### src/hw/sar_pkg.sv
// Shared constants for the memory-mapped successive approximation converter.
// Assumes both ends run from one clock and meet through sar_bus_if.
package sar_pkg;
  localparam int CODE_BITS = 8;
  localparam int ADDR_BITS = 16;
  localparam int IO_SEL_BIT = 15;
  localparam int SETTLE_NS = 0;
  localparam int CLK_NS = 10;
  localparam int SETTLE_CYCLES = (SETTLE_NS + CLK_NS - 1) / CLK_NS;
  localparam int SYNC_STAGES = 2;
  localparam int REGION_8 = 256;
  localparam int REGION_10 = 1024;
  localparam int REGION_12 = 4096;
endpackage : sar_pkg

### src/hw/sar_bus_if.sv
// Memory bus between the sequencing processor end and the converter end.
// Assumes a single clock shared by both ends.
`timescale 1ns/100ps
interface sar_bus_if;
  logic [sar_pkg::ADDR_BITS-1:0] addr;
  logic mem_read_strobe;
  logic mem_write_strobe;
  logic data_bit;
  logic ready;

  modport proc
  (
    output addr,
    output mem_read_strobe,
    output mem_write_strobe,
    input data_bit,
    input ready
  );

  modport conv
  (
    input addr,
    input mem_read_strobe,
    input mem_write_strobe,
    output data_bit,
    output ready
  );
endinterface : sar_bus_if

### src/hw/sar_proc_end.sv
// Processor end: successive approximation sequencer over the memory bus.
// Assumes the converter end answers reads with ready on the same clock.
`timescale 1ns/100ps
module sar_proc_end #(
  parameter int CODE_W = sar_pkg::CODE_BITS
)(
  input wire logic clk,
  input wire logic nrst,
  sar_bus_if.proc bus,
  input wire logic start,
  output logic done,
  output logic [CODE_W-1:0] result
);
  // Conversion steps: a trial read, its answer, and a merge step for a kept bit.
  typedef enum {idle, trial, wait_ans, merge} state_e;
  state_e state;
  state_e next_state;
  // Next values are formed combinationally; the registers below only load them.
  logic [CODE_W-1:0] code;
  logic [CODE_W-1:0] next_code;
  logic [CODE_W-1:0] test_bit;
  logic [CODE_W-1:0] next_test_bit;
  logic [CODE_W-1:0] cleared_code;
  logic [CODE_W-1:0] lower_bit;
  logic [sar_pkg::ADDR_BITS-1:0] trial_addr;
  logic kept;
  logic last_bit;
  logic finish;

  // Per bit: the tested bit is dropped when the converter was above the input,
  // and each bit hands its trial mark down to the next lower bit.
  generate
    for (genvar i = 0; i < CODE_W; i = i + 1)
    begin : g_bit
      assign cleared_code[i] = code[i] & ~(test_bit[i] & bus.data_bit);
      if (i == CODE_W - 1)
      begin : g_top
        // The top bit has nothing above it to hand down.
        assign lower_bit[i] = 1'b0;
      end
      else
      begin : g_low
        assign lower_bit[i] = test_bit[i + 1];
      end
    end
  endgenerate

  // A low decision bit means the converter stayed below the input, so the bit is kept.
  // The lowest bit under test marks the final trial of a conversion.
  assign kept = !bus.data_bit;
  assign last_bit = test_bit[0];
  assign finish = (state == wait_ans && bus.ready && !kept && last_bit) ||
    (state == merge && last_bit);

  // Next state, trial code and bit under test.
  // A kept bit costs an extra merge step, so the conversion time depends on the input.
  // Every output of this process gets a default first, so no path leaves a latch.
  always_comb
  begin
    next_state = state;
    next_code = code;
    next_test_bit = test_bit;
    case (state)
      idle:
        if (start)
        begin
          next_state = trial;
          next_code = {1'b1, {(CODE_W - 1){1'b0}}};
          next_test_bit = {1'b1, {(CODE_W - 1){1'b0}}};
        end
      trial:
        next_state = wait_ans;
      // Only a ready pulse carries a valid decision.
      wait_ans:
        if (bus.ready)
        begin
          if (kept)
            next_state = merge;
          else if (last_bit)
          begin
            next_state = idle;
            next_code = cleared_code;
          end
          else
          begin
            next_state = trial;
            next_code = cleared_code | lower_bit;
            next_test_bit = lower_bit;
          end
        end
      // The kept bit is already set; this step moves on to the next bit, or ends the conversion after the last bit.
      merge:
        if (last_bit)
          next_state = idle;
        else
        begin
          next_state = trial;
          next_code = code | lower_bit;
          next_test_bit = lower_bit;
        end
      default:
        next_state = idle;
    endcase
  end

  // State register; reset parks the sequencer idle with no read in progress.
  always_ff @(posedge clk or negedge nrst)
  begin
    if (!nrst)
      state <= idle;
    else
      state <= next_state;
  end

  // Trial code; cleared in reset so no stale trial is left on the bus.
  always_ff @(posedge clk or negedge nrst)
  begin
    if (!nrst)
      code <= '0;
    else
      code <= next_code;
  end

  // Bit under test, one-hot, walking from the top bit down.
  always_ff @(posedge clk or negedge nrst)
  begin
    if (!nrst)
      test_bit <= '0;
    else
      test_bit <= next_test_bit;
  end

  // Trial address: select line high, trial code on the low lines.
  // The lines in between stay low, which keeps reads inside the 256-address converter region.
  always_comb
  begin
    trial_addr = '0;
    trial_addr[CODE_W-1:0] = code;
    trial_addr[sar_pkg::IO_SEL_BIT] = 1'b1;
  end

  // Address register; it follows the trial code one cycle later.
  always_ff @(posedge clk or negedge nrst)
  begin
    if (!nrst)
      bus.addr <= '0;
    else
      bus.addr <= trial_addr;
  end

  // Read strobe rises on a trial and stays up until the converter answers,
  // so the address never moves under a read that is still settling.
  always_ff @(posedge clk or negedge nrst)
  begin
    if (!nrst)
      bus.mem_read_strobe <= 1'b0;
    else
      bus.mem_read_strobe <= (state == trial) || (state == wait_ans && !bus.ready);
  end

  // The converter is only ever read, so the write strobe stays low.
  always_ff @(posedge clk or negedge nrst)
  begin
    if (!nrst)
      bus.mem_write_strobe <= 1'b0;
    else
      bus.mem_write_strobe <= 1'b0;
  end

  // Done drops on a new start and rises with the last decision, or one cycle later after the merge step when the last bit is kept.
  // A start during a conversion is ignored; done only clears when it can be taken.
  always_ff @(posedge clk or negedge nrst)
  begin
    if (!nrst)
      done <= 1'b0;
    else if (start && state == idle)
      done <= 1'b0;
    else if (finish)
      done <= 1'b1;
  end

  // Result register holds the final code until the next conversion ends.
  // Loading from the next code keeps result and done in step on the same edge.
  always_ff @(posedge clk or negedge nrst)
  begin
    if (!nrst)
      result <= '0;
    else if (finish)
      result <= next_code;
  end
endmodule : sar_proc_end

### src/flat_wrapper.sv
// flat-port wrapper written by rule: the top's interface ports become plain ports
module sar_proc_end_flat 
#(
  parameter int CODE_W = sar_pkg::CODE_BITS
)
  (clk, nrst, start, done, result, bus_addr, bus_mem_read_strobe, bus_mem_write_strobe, bus_data_bit, bus_ready);
  sar_bus_if bus_i ();
  input wire logic clk;
  input wire logic nrst;
  input wire logic start;
  output logic done;
  output logic [CODE_W-1:0] result;
  output wire logic [$bits(bus_i.addr)-1:0] bus_addr;
  output wire logic [$bits(bus_i.mem_read_strobe)-1:0] bus_mem_read_strobe;
  output wire logic [$bits(bus_i.mem_write_strobe)-1:0] bus_mem_write_strobe;
  input wire logic [$bits(bus_i.data_bit)-1:0] bus_data_bit;
  input wire logic [$bits(bus_i.ready)-1:0] bus_ready;
  assign bus_addr = bus_i.addr;
  assign bus_mem_read_strobe = bus_i.mem_read_strobe;
  assign bus_mem_write_strobe = bus_i.mem_write_strobe;
  assign bus_i.data_bit = bus_data_bit;
  assign bus_i.ready = bus_ready;
  sar_proc_end #(.CODE_W(CODE_W)) u_core (.clk(clk), .nrst(nrst), .bus(bus_i), .start(start), .done(done), .result(result));
endmodule
### config.mk
export PLATFORM = sky130hd
export DESIGN_NAME = sar_proc_end_flat
export DESIGN_NICKNAME = d
export VERILOG_FILES = /design/src/hw/sar_pkg.sv /design/src/hw/sar_bus_if.sv /design/src/hw/sar_proc_end.sv /design/src/flat_wrapper.sv
export SDC_FILE = /design/constraint.sdc
export NUM_CORES = 1
export LEC_CHECK = 0
export CAP_MARGIN = 30
export CORE_MARGIN = 2
export CORE_UTILIZATION = 60
export CTS_BUF_LIST = sky130_fd_sc_hd__clkbuf_16
export CTS_CLUSTER_SIZE = 8
export DETAILED_ROUTE_END_ITERATION = 16
export DONT_BUFFER_PORTS = 1
export PLACE_DENSITY = 0.73
export SLEW_MARGIN = 10
export SYNTH_ARGS = -nofsm -noshare
export SYNTH_HDL_FRONTEND = slang
export SYNTH_SLANG_ARGS = --single-unit
### constraint.sdc
create_clock -name clk -period 4 [get_ports clk]
set_clock_uncertainty 0.1 [all_clocks]
set_input_delay 0.6 -clock clk [delete_from_list [all_inputs] [get_ports clk]]
set_output_delay 0.6 -clock clk [all_outputs]
set_load 0.005 [all_outputs]
==> results_dict.tcl <==
set metrics [dict create \
    cts_num_sinks 37 \
    hpwlAfterDp_mm 1.71 \
    swShare 0.302 \
    start_kind "flop" \
    relSlewSlack 0.463 \
    timing.critical_path.fanout_max 13 \
    final_hold_viol_count 0 \
    finalSetupViolCount 0 \
    io_pins 32 \
    drv_cap 0 \
    die_h_um 54.6 \
    initial_core_util 0.625 \
    hp-class "in -> async" \
    synth_cells 123 \
    fin_tns_setup_ns 0 \
    vias 897 \
    seqPwrFrac 0.479 \
    power.density_nw_per_um2 754 \
    slew_viol_final 0 \
    async_flop_share 1.00 \
    critPathBufInv 1 \
    h-tree-depth 2 \
    leakage_uw 0.000816 \
    cts_buffers 5 \
    power_frac_clock 0.334 \
    fin_crit_ns 1.84 \
    wl_per_cell_um 17.2 \
    synth_area_sq_um 1540 \
    p_sw_uw 384 \
    drt_iter0_drc 19 \
    synth_edf_count 0 \
    cp-end-kind "flop" \
    arrival_ns 1.95 \
    fmaxAchievable_mhz 545 \
    rsz0062_at_grt "no" \
    path_clk_slew_ns 0.05 \
    ys_seq_area_frac 0.603 \
    gr-total-overflow 0 \
    layout.nets 130 \
    dp_slack_ns 2.22 \
    avgSynthCellArea_sq_um 12.5 \
    rows 18 \
    antenna_cells 0 \
    synthFlopType "dfrtp_1" \
    core_sq_um 2450 \
    ir_worst_vdd_mv 0.653 \
    layout-drive-gt1-share 0.160 \
    cpLargestDelayFamily "simple AND/OR/NAND/NOR gates" \
    ctsResizeCount 0 \
    slowest_stage "nor3_2" \
    die_area_sq_um 2980 \
    antenna_left 0 \
    finalCritPeriodShare 0.459 \
    wl_mm 2.66 \
    gp_congestion 0.862 \
    grt_pass1_wl_mm 4.26 \
    area_growth_pct 9.62 \
    yosys.cell_types.count 32 \
    vias_per_cell 5.79 \
    crit_chain "inv_2 > nor3_2 > a22o_1" \
    status "finished clean" \
    finalWorstSetupSlack_ns 2.16 \
    clockBufferDepth 2 \
    grt.total_usage 0.210 \
    root_buffer "clkbuf_16" \
    clkLatencyLatePin_ns 0.27 \
    post_cts.repair.setup_buffers 0 \
    slowest_delay_ns 0.68 \
    synth_warnings 0 \
    die_w_um 54.6 \
    cts_tree "done" \
    ys_ff_latch 37 \
    crit_required_ns 4.11 \
    drt_pass1_iterations 4 \
    drc 0 \
    intPower_uw 885 \
    io_buffers 0 \
    critical_path_class "reg -> reg" \
    antenna_found_initial 0 \
    combinationalPowerShare 0.188 \
    first_global_vias 874 \
    grt_max_degree 38 \
    tightest_slew_ns 0.801 \
]
==> sequential cells by signal (all words and copies together), names as in the netlist <==
| signal | cells |
|---|---|
| u_core.test_bit | 8 |
| u_core.result | 8 |
| u_core.state | 2 |
| u_core.bus.mem_read_strobe | 1 |
| u_core.code | 8 |
| u_core.bus.addr | 9 |
| u_core.done | 1 |
==> per-layer routing <==
layer / track usage / vias to the layer above / routed length, um
met4: 0.0875 / 0 / 26
met5: 0 / - / 0
met1: 0.282 / 436 / 1170
li1: - / 427 / -
met3: 0.0601 / 2 / 134
met2: 0.319 / 32 / 1340
==> repair_timing <==
action                                  CTS  global route
endpoints found under the hold margin    37             0
endpoints found under the setup margin    0             0
hold buffers                              1             0
==> area by class of cell <==
class | instances | area [sq um]
repair buffers | 1 | 20.0
fillers | 169 | 772
clock inverters | 2 | 35.0
clock buffers | 5 | 125
inverters | 10 | 37.5
flip-flops and latches | 37 | 926
well taps | 30 | 37.5
multi-input cells | 70 | 502
==> kinds of logic (layout without fill, tap and decap cells) <==
kind of cell | after synthesis | after routing | share of synthesized area
compound gates | 39 | 39 | 0.184
buf+inv | 23 | 18 | 0.0872
flops | 37 | 37 | 0.603
mux | 6 | 6 | 0.0440
other cells | 2 | 9 | 0.00489
simple gates | 16 | 16 | 0.0766
==> power by group through the flow <==
stage / clock, uW / sequential [uW] / combinational, uW
detailed placement: 0 / 612 / 226
floorplan: 0 / 562 / 240
CTS: 430 / 609 / 239
global placement: 0 / 607 / 220
finish: 424 / 607 / 238
global route: 446 / 630 / 273
==> worst paths after layout <==
check / start / end / slack (ns) / cells past startpoint
min in group clk: u_core.code[3] / u_core.bus.addr[3] / 0.27 / 0
hold / removal: nrst / u_core.result[0] / 0.05 / 1
max in group asynchronous: nrst / u_core.bus.addr[5] / 3.56 / 1
setup / recovery: u_core.state[1] / u_core.test_bit[4] / 2.16 / 3
hold reg to reg: u_core.code[3] / u_core.bus.addr[3] / 0.27 / 0
setup reg to reg: u_core.state[1] / u_core.test_bit[4] / 2.16 / 3
==> synth_stat cells (2+ instances only) <==
library cell,number,area share
o21ai_0,5,0.016
nand3_1,2,0.0065
conb_1,2,0.0049
buf_4,10,0.049
o31ai_1,2,0.0098
dfrtp_1,37,0.60
a22o_1,6,0.034
mux2_2,6,0.044
a21oi_1,5,0.016
inv_1,9,0.022
buf_2,2,0.0065
nor2_1,4,0.0098
a31oi_1,2,0.0081
a21o_1,7,0.034
a211oi_1,6,0.029
nand2_1,2,0.0049
==> layout by cell type (no fill, tap or decap), types with 5 or more instances in the layout <==
cell type / netlist / final
a211oi_1: 6 / 6
a21o_1: 7 / 7
a21oi_1: 5 / 5
a22o_1: 6 / 6
clkbuf_16: 0 / 5
conb_1: 2 / 9
dfrtp_1: 37 / 37
inv_1: 9 / 9
mux2_2: 6 / 6
o21ai_0: 5 / 5
==> per-stage QoR <==
step / area [sq um] / total power [uW] / hold slack, ns / cells / util
2_1_floorplan: 1560 / 802 / 0.204 / 130 / -
3_3_place_gp: 1500 / 828 / 0.205 / 147 / 0.612
3_5_place_dp: 1500 / 839 / 0.205 / 147 / 0.612
4_1_cts: 1680 / 1280 / 0.0603 / 155 / 0.686
5_1_grt: 1680 / 1350 / 0.0649 / 155 / 0.686
6_report: 1680 / 1270 / 0.0491 / 155 / 0.686
No activity file was read; power rests on OpenSTA's default activity.
